**config.mk**
```make
export PLATFORM = sky130hd
export DESIGN_NAME = tvu_trap_unit
export DESIGN_NICKNAME = d
export VERILOG_FILES = /design/src/hw/tvu_vector_calc.v /design/src/hw/tvu_trap_unit.v
export VERILOG_INCLUDE_DIRS = /design/src /design/src/hw
export SDC_FILE = /design/constraint.sdc
export NUM_CORES = 1
export LEC_CHECK = 0
export BUFFER_PORTS_ARGS = -buffer_cell sky130_fd_sc_hd__clkbuf_2
export CORE_MARGIN = 3
export CORE_UTILIZATION = 45
export DETAILED_ROUTE_END_ITERATION = 7
export PLACE_DENSITY = 0.72
export SLEW_MARGIN = 0
export SYNTH_ARGS = -nofsm -noshare
export SYNTH_HDL_FRONTEND = slang
export SYNTH_HIERARCHICAL = 1
export SYNTH_SLANG_ARGS = --single-unit
```
**constraint.sdc**
```tcl
create_clock -name mclk -period 8.8 [get_ports mclk]
set_clock_uncertainty 0.2 [all_clocks]
set_input_delay 0.88 -clock mclk [delete_from_list [all_inputs] [get_ports mclk]]
set_output_delay 0.88 -clock mclk [all_outputs]
set_load 0.005 [all_outputs]
```
**src/hw/tvu_regs.vh**
```
// Constants of the trap and vector unit: trap numbers, flag positions, reset values.
// Assumes a 24-bit code address made of an 8-bit vector segment and a 16-bit offset.
// Notes on behaviour
// [RL1] Every vector address lies in the segment held by the vector segment register.
// [RL2] Vector spacing comes from the spacing field of configuration register one.
// [RL3] After reset spacing is four bytes: address is base plus four times trap number.
// [RL4] A hardware trap branches at once, unmaskably, to its own vector entry.
// [RL5] Each hardware trap sets its own bit in the trap flag register.
// [RL6] A hardware trap preempts code unless a higher priority trap is in service; nothing but a reset is granted while svcReq is high, so it waits for svcDone.
// [RL7] During a trap service, standard and event controller requests are held off.
// [RL8] Class A traps use trap numbers 02, 04, 06, 08 at offsets 0008 to 0020.
// [RL9] Class B traps share trap number 0A at offset 0028, told apart by flags.
// [RL10] Software trap takes numbers 00 to 7F and keeps current CPU priority.
// [RL11] Serial bus transfer node uses trap number 40, offset 0100.
// [RL12] Event controller subchannel end node uses trap number 4C, offset 0130.
// [RL13] Each node has request, enable and a sixteen level priority field.
// [RL14] An accepted interrupt is interrupted only by a higher priority request.
// [RL15] Software may set a request bit of a node with no peripheral attached.
// [RL16] All resets vector to offset 0000 with trap number 00.
// [RL17] Class A traps are served before class B traps when both pend.
`ifndef TVU_REGS_VH
`define TVU_REGS_VH
`define TVU_TN_RESET 7'h00
`define TVU_TN_NMI 7'h02
`define TVU_TN_STKOV 7'h04
`define TVU_TN_STKUN 7'h06
`define TVU_TN_SBRK 7'h08
`define TVU_TN_CLASSB 7'h0A
`define TVU_TN_SERIAL 7'h40
`define TVU_TN_SUBEND 7'h4C
`define TVU_NODES 4
`define TVU_NODE_SERIAL 2'h0
`define TVU_NODE_SUBEND 2'h1
`define TVU_SPACING_RST 2'h1
`define TVU_SEG_RST 8'h00
`define TVU_F_NMI 15
`define TVU_F_STKOV 14
`define TVU_F_STKUN 13
`define TVU_F_SBRK 3
`define TVU_F_UNDOP 7
`define TVU_F_PMACC 6
`define TVU_F_PROT 2
`define TVU_F_ILLOP 0
`define TVU_PRIO_A 2'h3
`define TVU_PRIO_B 2'h2
`define TVU_PRIO_NONE 2'h0
`define TVU_NODE_BASE0 7'h40
`define TVU_NODE_BASE1 7'h4C
`define TVU_NODE_BASE2 7'h41
`define TVU_NODE_BASE3 7'h3F
`endif

```
**src/hw/tvu_vector_calc.v**
```verilog
// Vector address former: segment, spacing and trap number into a 24-bit address.
// Assumes spacing codes 0..3 mean 2, 4, 8 and 16 bytes; purely combinational.
`timescale 1ns/1ps
`default_nettype none
module tvu_vector_calc (
    // Inputs
    input wire [7:0] segment,
    input wire [1:0] spacing,
    input wire [6:0] trapNum,
    // Result
    output wire [23:0] vecAddr
);
    wire [15:0] offs;
    // The offset wraps inside the segment rather than spilling into the next one.
    // The shift count is one bit wider than the code, so code 3 gives a shift of four.
    assign offs = {9'h000, trapNum} << ({1'b0, spacing} + 3'h1); // [RL2]
    assign vecAddr = {segment, offs}; // [RL1]
endmodule // tvu_vector_calc
`default_nettype wire

```
**src/hw/tvu_trap_unit.v**
```verilog
// Trap and vector unit: hardware trap flags, node arbitration and vector forming.
// Assumes trap inputs and node set pulses are single-cycle pulses on mclk, and the
// sequencer returns svcDone once a granted service has finished.
`timescale 1ns/1ps
`include "tvu_regs.vh"
`default_nettype none
module tvu_trap_unit (
    // Clock and reset
    input wire mclk,
    input wire rstn,
    // Configuration
    input wire [7:0] vecSegWr,
    input wire vecSegWe,
    input wire [1:0] spacingWr,
    input wire spacingWe,
    output reg [7:0] vector_segment_reg,
    output reg [1:0] vector_spacing_field,
    // Hardware trap events
    input wire nmiEv,
    input wire stackOverEv,
    input wire stackUnderEv,
    input wire softBreakEv,
    input wire undefOpEv,
    input wire progAccessEv,
    input wire protInstrEv,
    input wire illegalOpEv,
    input wire resetEv,
    // Trap flag register access
    input wire [15:0] flagClr,
    output reg [15:0] trap_flag_register,
    // Node control, one field per node
    input wire [3:0] nodeReqIn,
    input wire [3:0] nodeSwSet,
    input wire [3:0] nodeEnWr,
    input wire [15:0] nodePrioWr,
    input wire nodeCfgWe,
    output reg [3:0] node_request_bit,
    // Software trap
    input wire swTrapReq,
    input wire [6:0] swTrapNum,
    // Sequencer handshake
    input wire [3:0] cpuPrio,
    input wire svcDone,
    output reg svcReq,
    output reg [6:0] svcTrapNum,
    output reg [23:0] svcVector,
    output reg [3:0] svcPrio,
    output reg svcIsTrap,
    output reg [1:0] trapLevel
);
    reg [3:0] nodeEn;
    reg [15:0] nodePrio;
    reg [15:0] flagSet;
    reg [3:0] nodeNext;
    reg winValid;
    reg [1:0] winIdx;
    reg [3:0] winPrio;
    reg [6:0] pickNum;
    reg [3:0] pickPrio;
    reg pickIsTrap;
    reg [1:0] pickLevel;
    reg pickValid;
    reg [1:0] pickNode;
    reg pickNodeHit;
    wire [23:0] pickVec;
    wire aPend;
    wire bPend;
    integer i;

    function [6:0] nodeTrap;
        input [1:0] idx;
        begin
            case (idx)
                2'h0: nodeTrap = `TVU_NODE_BASE0; // [RL11]
                2'h1: nodeTrap = `TVU_NODE_BASE1; // [RL12]
                2'h2: nodeTrap = `TVU_NODE_BASE2;
                default: nodeTrap = `TVU_NODE_BASE3;
            endcase
        end
    endfunction

    assign aPend = trap_flag_register[`TVU_F_NMI] | trap_flag_register[`TVU_F_STKOV] |
                   trap_flag_register[`TVU_F_STKUN] | trap_flag_register[`TVU_F_SBRK];
    assign bPend = trap_flag_register[`TVU_F_UNDOP] | trap_flag_register[`TVU_F_PMACC] |
                   trap_flag_register[`TVU_F_PROT] | trap_flag_register[`TVU_F_ILLOP];

    always @* begin
        flagSet = 16'h0000;
        flagSet[`TVU_F_NMI] = nmiEv; // [RL5]
        flagSet[`TVU_F_STKOV] = stackOverEv;
        flagSet[`TVU_F_STKUN] = stackUnderEv;
        flagSet[`TVU_F_SBRK] = softBreakEv;
        flagSet[`TVU_F_UNDOP] = undefOpEv;
        flagSet[`TVU_F_PMACC] = progAccessEv;
        flagSet[`TVU_F_PROT] = protInstrEv;
        flagSet[`TVU_F_ILLOP] = illegalOpEv;
    end

    // Highest priority enabled node; lower index wins a tie.
    always @* begin
        winValid = 1'b0;
        winIdx = 2'h0;
        winPrio = 4'h0;
        for (i = `TVU_NODES - 1; i >= 0; i = i - 1) begin
            if (node_request_bit[i] && nodeEn[i] &&
                (!winValid || nodePrio[i*4 +: 4] >= winPrio)) begin // [RL13]
                winValid = 1'b1;
                winIdx = i[1:0];
                winPrio = nodePrio[i*4 +: 4];
            end
        end
    end

    // Selection: class A before class B before interrupts and software traps.
    always @* begin
        pickValid = 1'b0;
        pickNum = `TVU_TN_RESET;
        pickPrio = cpuPrio;
        pickIsTrap = 1'b0;
        pickLevel = `TVU_PRIO_NONE;
        pickNode = 2'h0;
        pickNodeHit = 1'b0;
        if (aPend && trapLevel < `TVU_PRIO_A) begin // [RL6] [RL17]
            pickValid = 1'b1;
            pickIsTrap = 1'b1;
            pickLevel = `TVU_PRIO_A;
            pickPrio = 4'hF;
            if (trap_flag_register[`TVU_F_NMI]) begin
                pickNum = `TVU_TN_NMI; // [RL8]
            end else if (trap_flag_register[`TVU_F_STKOV]) begin
                pickNum = `TVU_TN_STKOV;
            end else if (trap_flag_register[`TVU_F_STKUN]) begin
                pickNum = `TVU_TN_STKUN;
            end else begin
                pickNum = `TVU_TN_SBRK;
            end
        end else if (bPend && trapLevel < `TVU_PRIO_B) begin // [RL4] [RL6]
            pickValid = 1'b1;
            pickIsTrap = 1'b1;
            pickLevel = `TVU_PRIO_B;
            pickPrio = 4'hF;
            pickNum = `TVU_TN_CLASSB; // [RL9]
        end else if (trapLevel == `TVU_PRIO_NONE) begin // [RL7]
            if (winValid && winPrio > cpuPrio) begin // [RL14]
                pickValid = 1'b1;
                pickNum = nodeTrap(winIdx);
                pickPrio = winPrio;
                pickNode = winIdx;
                pickNodeHit = 1'b1;
            end else if (swTrapReq) begin
                pickValid = 1'b1;
                pickNum = swTrapNum; // [RL10]
                pickPrio = cpuPrio;
            end
        end
    end

    tvu_vector_calc vecCalc (
        .segment(vector_segment_reg),
        .spacing(vector_spacing_field),
        .trapNum(pickNum),
        .vecAddr(pickVec)
    );

    always @* begin
        nodeNext = (node_request_bit | nodeReqIn | nodeSwSet); // [RL15]
        if (!svcReq && pickValid && pickNodeHit) begin
            nodeNext[pickNode] = nodeReqIn[pickNode] | nodeSwSet[pickNode];
        end
    end

    always @(posedge mclk) begin
        if (!rstn) begin
            vector_segment_reg <= `TVU_SEG_RST;
            vector_spacing_field <= `TVU_SPACING_RST; // [RL3]
            trap_flag_register <= 16'h0000;
            nodeEn <= 4'h0;
            nodePrio <= 16'h0000;
            node_request_bit <= 4'h0;
            svcReq <= 1'b1;
            svcTrapNum <= `TVU_TN_RESET; // [RL16]
            svcVector <= {`TVU_SEG_RST, 16'h0000};
            svcPrio <= 4'hF;
            svcIsTrap <= 1'b1;
            trapLevel <= `TVU_PRIO_NONE;
        end else begin
            if (vecSegWe) begin
                vector_segment_reg <= vecSegWr; // [RL1]
            end
            if (spacingWe) begin
                vector_spacing_field <= spacingWr; // [RL2]
            end
            if (nodeCfgWe) begin
                nodeEn <= nodeEnWr;
                nodePrio <= nodePrioWr; // [RL13]
            end
            // A new event wins over a clear in the same cycle.
            trap_flag_register <= (trap_flag_register & ~flagClr) | flagSet; // [RL5]
            node_request_bit <= nodeNext;
            if (resetEv) begin
                svcReq <= 1'b1;
                svcTrapNum <= `TVU_TN_RESET; // [RL16]
                svcVector <= {vector_segment_reg, 16'h0000};
                svcPrio <= 4'hF;
                svcIsTrap <= 1'b1;
                trapLevel <= `TVU_PRIO_NONE;
            end else if (svcReq) begin
                if (svcDone) begin
                    svcReq <= 1'b0;
                    trapLevel <= `TVU_PRIO_NONE;
                end
            end else if (pickValid) begin
                // The flag is left set: software reads and clears it in the handler.
                svcReq <= 1'b1; // [RL4]
                svcTrapNum <= pickNum;
                svcVector <= pickVec;
                svcPrio <= pickPrio;
                svcIsTrap <= pickIsTrap;
                trapLevel <= pickLevel;
            end
        end
    end
endmodule // tvu_trap_unit
`default_nettype wire

```
==> summary by stage, run 1 <==
Synthesis
The number of library cell types mapped by synthesis is 65. The average cell area after synthesis is 9.03 sq um. The number of warnings reported in the yosys synthesis log is 6.

By area the synthesized netlist is led by sky130_fd_sc_hd__dfxtp_1 37%, sky130_fd_sc_hd__mux2i_1 7.9%, sky130_fd_sc_hd__nor2b_1 5.6%, sky130_fd_sc_hd__nand2_1 4.5%, sky130_fd_sc_hd__ha_1 4.4%. The flip-flop cell with the highest count after synthesis is sky130_fd_sc_hd__dfxtp_1. The count of flip-flops with a built-in enable after synthesis is 0.

Summed over all instances, the cell type with the most area after synthesis is sky130_fd_sc_hd__dfxtp_1. The share of the Yosys chip area taken by registers is 0.369. The number of synthesized register bits is 89. The cell with the most instances after synthesis is sky130_fd_sc_hd__dfxtp_1.

The cell count after synthesis came out at around 540. The fraction of synthesis flops using an asynchronous set or reset pin is 0. The share of synthesized area in the top cell type comes to 0.369. By count the netlist is led by 89 x sky130_fd_sc_hd__dfxtp_1, 58 x sky130_fd_sc_hd__nand2_1, 43 x sky130_fd_sc_hd__nor2b_1.

The summed instance area of the synthesized netlist is 0.00483 sq mm.

Placed design
At the placement stage, the worst setup path has a slack of 1.54 ns. Summing all placed instances gives a cell area of 0.00552 sq mm. The total half-perimeter wirelength after legalization and detailed placement is 9.27 mm. Port buffering added 149 buffers. At the end of routability-driven placement, the weighted congestion stood at around 0.87.

Timing
The smallest clock period supported by the final layout is computed as 7.41 ns. Setup repair after global routing left no endpoint under its margin. The total count of max-transition violations in the final report is 0. The post-route worst setup slack is 1.39 ns. The achievable clock frequency is 0.135 GHz.

Adding up every negative setup slack in the final design gives 0 ns. The post-route fraction of the period consumed by the critical path is 0.842. The total count of hold-check failures in the final report is 0. The slew at the pin closest to its max-slew limit is 1.01 ns.

The number of failing setup endpoints in the final timing report is 0. The remaining max-slew budget at the tightest pin is 0.329.

Pwr
The overall power after layout is 0.891 mW. The analysis attributes to cell leakage a power of 2.53 nW. The total power density per cell area is between 150 and 200 mW/mm^2. The maximum ir drop on the vdd rail is 0.0785 mV.

Final layout
The final design instance area without fill is roughly 0.0057 sq mm. The filler cells instantiated in the layout total 963. The number of flip-flops in the largest register is 24. The synthesis-to-finish area growth is 19.0%.

In the final layout, the registers with the most flip-flops are svcVector (24), nodePrio (16), trap_flag_register (16). In the final layout, the share of cells above drive strength 1 is 0.327. The final net count is 759. The number of inserted diodes is 0. The register name with the most flops is svcVector. For this run, the share of the core covered by cells in the final layout is 0.554.

Route
The via density per instance is 5.44. The via count is 4362. For this block, the initial DRC count from the detailed router was roughly 230. The routed wirelength normalized by instance count is 15.2 um. Before antenna repair, the detailed router went through 5 iterations. Summed over all layers, the routed wires come to 12.2 mm.

The number of remaining DRC errors is 0. The residual antenna-violating net count after detailed routing is 0.

Min path
The worst min-delay path startpoint is svcVector[0]$_SDFFE_PP0P_. The min-delay analysis places its worst path in the category flop to flop.

Global routing
For this run the aggregate overflow at the end of global routing stands at 0. The global-route wire length before repair is 19.7 mm. The layer flagged by global routing as most heavily used is met2.

The met1 routing resource usage after global routing is 0.260. Entering global routing, the biggest net connects 61 pins. The global routing met3 resource utilization is 0.0393.

The global-route usage over all layers is 0.207. The met2 demand-to-capacity share in global routing is 0.344. The number of global-route vias before repair is 4127.

The number of antenna violations at the first check in global routing was 0.

Clock tree
The clock reaches the later pin of the worst-skew pair after 0.37 ns. The clock slew at the register clock pins of the worst setup and hold paths is 0.09 ns. In this run the deepest clock path goes through 2 buffers. The clock drives 89 sinks. The root buffer cell chosen for the clock tree is sky130_fd_sc_hd__clkbuf_8.

The H-tree depth reported by CTS is 3. TritonCTS built the clock tree. The number of resized instances in the post-cts repair step is 0. The number of buffers created by CTS is 9. The post-CTS repair timing setup buffer count is 0. After clock tree synthesis, the flow added hold-fix buffers numbering 0.

Worst setup path
The cell occurring most often along the worst timing path is sky130_fd_sc_hd__ha_1. The data arrival time at the worst-slack endpoint is between 7 and 8 ns. The capturing element type of the critical path is a flop. The category of the most critical setup path is flop to flop. The startpoint type of the worst setup path is a flop. The worst register-to-register path begins at node_request_bit[3]$_SDFF_PN0_. The endpoint required time on the critical path is 8.85 ns. In this design, the stage delay of the slowest critical-path cell is 0.48 ns. The critical path starts at node_request_bit[3]$_SDFF_PN0_. For this design, the slowest cell found on the critical path is sky130_fd_sc_hd__dfxtp_1. Along the worst path, the maximum fanout reaches 15.

Job
The reported max-cap violation count is 0.

Floorplan
Pin placement for this block handled 150 I/O pins. The area enclosed by the die boundary is 0.0120 sq mm. The core region is 0.0104 sq mm.

The number of standard-cell rows in the floorplan is 37. The initial utilization of the core area, before any placement, comes to 0.466. The y dimension of the die is 110 um. The chip width is 110 um.

Status
The flow ran to the end, and the final reports show no timing, DRC or antenna violations.
## stage by stage
stage / cells / hold WS [ns]
floorplan: 536 / 0.248
global placement: 786 / 0.245
detailed placement: 786 / 0.248
CTS: 802 / 0.260
global route: 802 / 0.282
finish: 802 / 0.262
## cell families after synthesis
group                    count (synthesis)  synth area share
AND/OR/NAND/NOR                        200             0.223
AO/OA/AOI/OAI                          136             0.209
flip-flops                              89             0.369
buffers and inverters                   48            0.0599
multiplexers                            44            0.0951
adder cells (fa/ha/maj)                 17            0.0441
other                                    1          0.000777
## per-layer routing
layer  part of all wire  wire length (um)
met1               0.45              5460
met2               0.47              5680
met3              0.062               755
met4              0.024               295
met5                  0                 0
## final cells by class
type	count	area [sq um]	share of cell area
clock buffers	9	124	0.0216
clock inverters	7	103	0.0179
inverters	10	37.5	0.00653
multi-input cells	399	2760	0.481
flip-flops and latches	89	1780	0.310
well taps	136	170	0.0296
repair buffers	152	768	0.134
## final timing paths
path,endpoint,slack [ns],cells after the start
worst max register to register,svcVector[6]$_SDFFE_PP0P_,1.39,28
worst max-delay path,svcVector[6]$_SDFFE_PP0P_,1.39,28
worst min-delay path,svcVector[0]$_SDFFE_PP0P_,0.26,2
worst min register to register,svcVector[0]$_SDFFE_PP0P_,0.26,2
## cell usage in the layout (no fill, tap or decap), drive strengths merged, types with 2 or more instances in the layout
| cell | count |
|---|---|
| clkbuf | 158 |
| dfxtp | 89 |
| nand2 | 73 |
| nor2b | 43 |
| mux2i | 38 |
| a21oi | 35 |
| nor2 | 26 |
| o21ai | 18 |
| ha | 17 |
| nand3 | 15 |
| o21a | 15 |
| a31oi | 12 |
| inv | 12 |
| a211oi | 9 |
| o31ai | 9 |
| nor3 | 8 |
| and3b | 8 |
| and3 | 7 |
| and2 | 5 |
| a221oi | 5 |
| mux2 | 5 |
| a21o | 4 |
| o41ai | 4 |
| o31a | 4 |
| a22o | 3 |
| or2 | 3 |
| a22oi | 3 |
| clkinvlp | 3 |
| buf | 3 |
| nand3b | 3 |
| nor4 | 3 |
| o211ai | 2 |
| nand2b | 2 |
| bufinv | 2 |
| conb | 2 |
| a31o | 2 |
| or4 | 2 |
| o311ai | 2 |
## worst max-delay path, delay by kind of cell, from the launching register on
kind / cells / cell delay, ns
compound gates: 14 / 3.45
mux: 2 / 0.77
fa+ha+maj: 4 / 1.14
flops: 1 / 0.48
simple gates: 8 / 1.24
## report_power, final
| group | internal, mW | leakage [nW] | switching (mW) |
|---|---|---|---|
| clock | 0.163 | 0.104 | 0.153 |
| sequential | 0.418 | 0.729 | 0.0184 |
| combinational | 0.0642 | 1.70 | 0.0753 |
| total | 0.645 | 2.53 | 0.246 |
No activity file was read; power rests on OpenSTA's default activity.
==> run 2: changes to the inputs <==
--- a/config.mk
+++ b/config.mk
@@ -6,6 +6,7 @@
 export SDC_FILE = /design/constraint.sdc
 export NUM_CORES = 1
 export LEC_CHECK = 0
+export ABC_AREA = 1
 export BUFFER_PORTS_ARGS = -buffer_cell sky130_fd_sc_hd__clkbuf_2
 export CORE_MARGIN = 3
 export CORE_UTILIZATION = 45
==> constraint.sdc (replaced) <==
create_clock -name mclk -period 7.4 [get_ports mclk]
set_clock_uncertainty 0.2 [all_clocks]
set_input_delay 0.74 -clock mclk [delete_from_list [all_inputs] [get_ports mclk]]
set_output_delay 0.74 -clock mclk [all_outputs]
set_load 0.005 [all_outputs]
==> run 2 against run 1 <==
Compared with the run above:
- combinational power up 32%
- design area down 2.0%
- die area down 2.8%
- sequential share of layout area up 0.65 points
- worst hold slack worse by 0.023 ns
- flip-flop and latch count unchanged
- routed wire length up 0.67%
- largest power group unchanged
- via count up 8.0%
- largest cell class unchanged
- register-to-register slack worse by 0.55 ns
==> summary by stage, run 2 <==
Status
The flow ran to the end, and the final reports show no timing, DRC or antenna violations.

Synthesis
Among all cell types in the netlist, the one instantiated most often is sky130_fd_sc_hd__nand2_1. In the synthesized netlist, the number of instances is 689. A synthesized cell averages 6.80 sq um.

The fraction of synthesis flops using an asynchronous set or reset pin is 0. Sorting the synthesized cells by how often they occur yields 149 x sky130_fd_sc_hd__nand2_1, 120 x sky130_fd_sc_hd__nor2_1, 89 x sky130_fd_sc_hd__dfxtp_1. The flip-flop cell with the highest count after synthesis is sky130_fd_sc_hd__dfxtp_1. The synthesized design contains 0 enable-type register cells. The number of warnings reported in the yosys synthesis log is 6. The number of synthesized register bits is slightly below 90. The portion of synthesized cell area occupied by the leading cell type is 0.380.

The biggest area consumer among synthesized cells is sky130_fd_sc_hd__dfxtp_1. Of the synthesized area, sequential elements account for 0.380. After synthesis, the cell types taking the most area are sky130_fd_sc_hd__dfxtp_1 38%, sky130_fd_sc_hd__nand2_1 12%, sky130_fd_sc_hd__nor2_1 9.6%, sky130_fd_sc_hd__nand3_1 5.8%, sky130_fd_sc_hd__o21ai_0 5.8%. The summed instance area of the synthesized netlist is 0.00469 sq mm. Counting distinct cell types in the post-synthesis netlist gives 38.

Clock tree
The post-CTS repair timing setup buffer count is 0. The CTS tree is yes. Hold repair after CTS inserted 0 buffers.

The number of gates resized after CTS was 0. The clock latency on the worst-skew pair is between 0.3 and 0.4 ns. Clock-pin slew was measured on the worst setup and hold paths at 0.09 ns. In this run, CTS created clock tree buffers numbering 9. The root cell of the clock tree is sky130_fd_sc_hd__clkbuf_8.

The H-tree was split into 3 levels. The tree built by TritonCTS fans out to just under 90 sinks. The maximum buffer depth of the clock tree is 2.

Final layout
The synthesis-to-finish area growth is 20.1%. The largest registers in the layout are svcVector (24), nodePrio (16), trap_flag_register (16). The register name with the most flops is svcVector.

The count of cells in the finished layout, fillers not included, comes to 957. In the layout the commonest cells are 149 x sky130_fd_sc_hd__nand2_1, 149 x sky130_fd_sc_hd__clkbuf_2, 120 x sky130_fd_sc_hd__nor2_1. The number of inserted diodes is 0. In the final layout, the share of cells above drive strength 1 is 0.242. The final net count is 917. The register with the most flip-flops in the layout has 24 of them.

Pwr
Summed over all cells, the static leakage comes to 2.96 nW. Dividing total power by cell area gives a power density of 189 mW/mm^2. The worst-case IR drop observed on VDD is just under 0.1 mV. The overall power after layout is around 1.1 mW.

Route
Wires add up to between 10 and 15 mm. The via count is 4710. The routed wirelength normalized by instance count is 12.8 um. Dividing the detail-routed via count by the number of cells gives just under 5. Before antenna repair, the detailed router went through 4 iterations. In this run, the number of DRC markers left after iteration 0 of detailed routing was 223. The number of remaining DRC errors is 0. The residual antenna-violating net count after detailed routing is 0.

Placed design
OpenSTA, run right after detailed placement, puts the worst setup slack at 0.943 ns. The number of port buffers is 149. The total instance count after detailed placement is between 900 and 1000. Summed over all nets, the half-perimeter wirelength after detailed placement is between 9 and 10 mm. Routability-driven placement finished with a final weighted congestion of 0.870.

Floorplan
The core footprint is 0.00995 sq mm. The number of standard-cell rows in the floorplan is 36. The floorplan step defined a die boundary enclosing 0.0117 sq mm. Measured along the x axis, the die boundary spans roughly 110 um. The boundary pin count is 150. Measured along the y axis, the die boundary spans 108 um. The starting density of the core is 0.471.

Timing
Setup repair after global routing left no endpoint under its margin. The final sum of negative setup slack is 0 ns. The achievable clock frequency is approximately 0.15 GHz.

In the post-route analysis, the smallest setup slack over all paths is 0.844 ns. The number of failing setup endpoints in the final timing report is 0. The total count of max-transition violations in the final report was 0. Hold is met by 0.239 ns. At the pin with the least slew margin, the transition time is 0.625 ns. The worst pin sits at a relative slew slack of 0.581.

The total count of hold-check failures in the final report is 0. In the finished design, the share of the clock period the worst path needs comes to 0.886. The minimum clock period after layout is 6.56 ns.

Global routing
Across every metal layer, demand over resource in global routing totals 0.212. The number of antenna violations at the first check in global routing came to 0. Summed over all layers, the global routing overflow is 0. Entering global routing, the biggest net connects 40 pins. The first global-routing pass estimated around 20 mm of wire. The number of global-route vias before repair came to 4358.

Job
The reported max-cap violation count is 0.

Min path
The worst hold path belongs to the class flop to flop. In this run the most critical hold path is launched from trap_flag_register[12]$_SDFF_PN0_. The endpoint of the worst hold-timing path is trap_flag_register[12]$_SDFF_PN0_. Counting instances, the worst hold path has a depth of 2.

Worst setup path
The register-to-register setup slack is 0.84 ns. The worst register-to-register path ends at svcVector[9]$_SDFFE_PP0P_. The cell occurring most often along the worst timing path is sky130_fd_sc_hd__nand2_1. The worst setup path is launched from a flop.

The slowest stage of the critical path belongs to the cell sky130_fd_sc_hd__dfxtp_1. Data arrives at the worst endpoint at 6.66 ns. The critical path in this run is classified as flop to flop. The largest single stage delay on the critical path is 0.37 ns. The startpoint of the worst-slack reg-to-reg timing path is node_request_bit[3]$_SDFF_PN0_.

For the worst setup path, the data required time is 7.50 ns. In this run the worst path has a maximum fanout of 12. The logic depth of the worst register-to-register path is 43. The worst setup path is captured at a flop.
## run 2: cell families after synthesis
group	share of synthesized area
AND/OR/NAND/NOR	0.336
flip-flops	0.380
adder cells (fa/ha/maj)	0.0454
buffers and inverters	0.106
other	0.000800
AO/OA/AOI/OAI	0.131
## run 2: critical path: cells and delay by family, from the launching register on
kind,cells,cell delay [ns]
buf+inv,6,0.58
fa+ha+maj,4,1.23
simple gates,28,3.22
compound gates,5,0.88
flops,1,0.37
## run 2: power by group
group          internal [mW]  switching, mW
combinational         0.0719          0.113
clock                  0.177          0.180
sequential             0.501         0.0190
## run 2: layout make-up
class	instances	area, sq um
Tap cell	133	166
Clock buffer	11	151
Multi-Input combinational cell	492	2410
Clock inverter	5	62.6
Sequential cell	89	1780
Timing Repair Buffer	151	761
Fill cell	992	4330
Inverter	76	295
## run 2: worst max path at each step
stage | slack (ns) | cells after the start | to | from
after CTS | 0.93 | 36 | svcVector[17]$_SDFFE_PN0P_ | node_request_bit[3]$_SDFF_PN0_
after floorplan | 1.78 | 47 | svcVector[9]$_SDFFE_PP0P_ | node_request_bit[3]$_SDFF_PN0_
after detailed placement | 0.94 | 36 | svcVector[17]$_SDFFE_PN0P_ | node_request_bit[3]$_SDFF_PN0_
after global routing | 0.18 | 45 | svcVector[7]$_SDFFE_PP0P_ | node_request_bit[3]$_SDFF_PN0_
final | 0.84 | 43 | svcVector[9]$_SDFFE_PP0P_ | node_request_bit[3]$_SDFF_PN0_
after global placement | 1.23 | 41 | svcVector[9]$_SDFFE_PP0P_ | node_request_bit[3]$_SDFF_PN0_
## run 2: layer usage
layer,GRT usage,vias up,part of all wire
met5,0,-,0
met4,0.0812,0,0.020
met3,0.0507,18,0.068
met2,0.340,155,0.44
met1,0.275,2082,0.47
li1,-,2455,-
## run 2: per-stage QoR
stage / area (sq um) / util
6_report: 5630 / 0.565
5_1_grt: 5630 / 0.565
4_1_cts: 5630 / 0.565
3_5_place_dp: 5410 / 0.544
3_3_place_gp: 5410 / 0.544
2_1_floorplan: 4690 / -
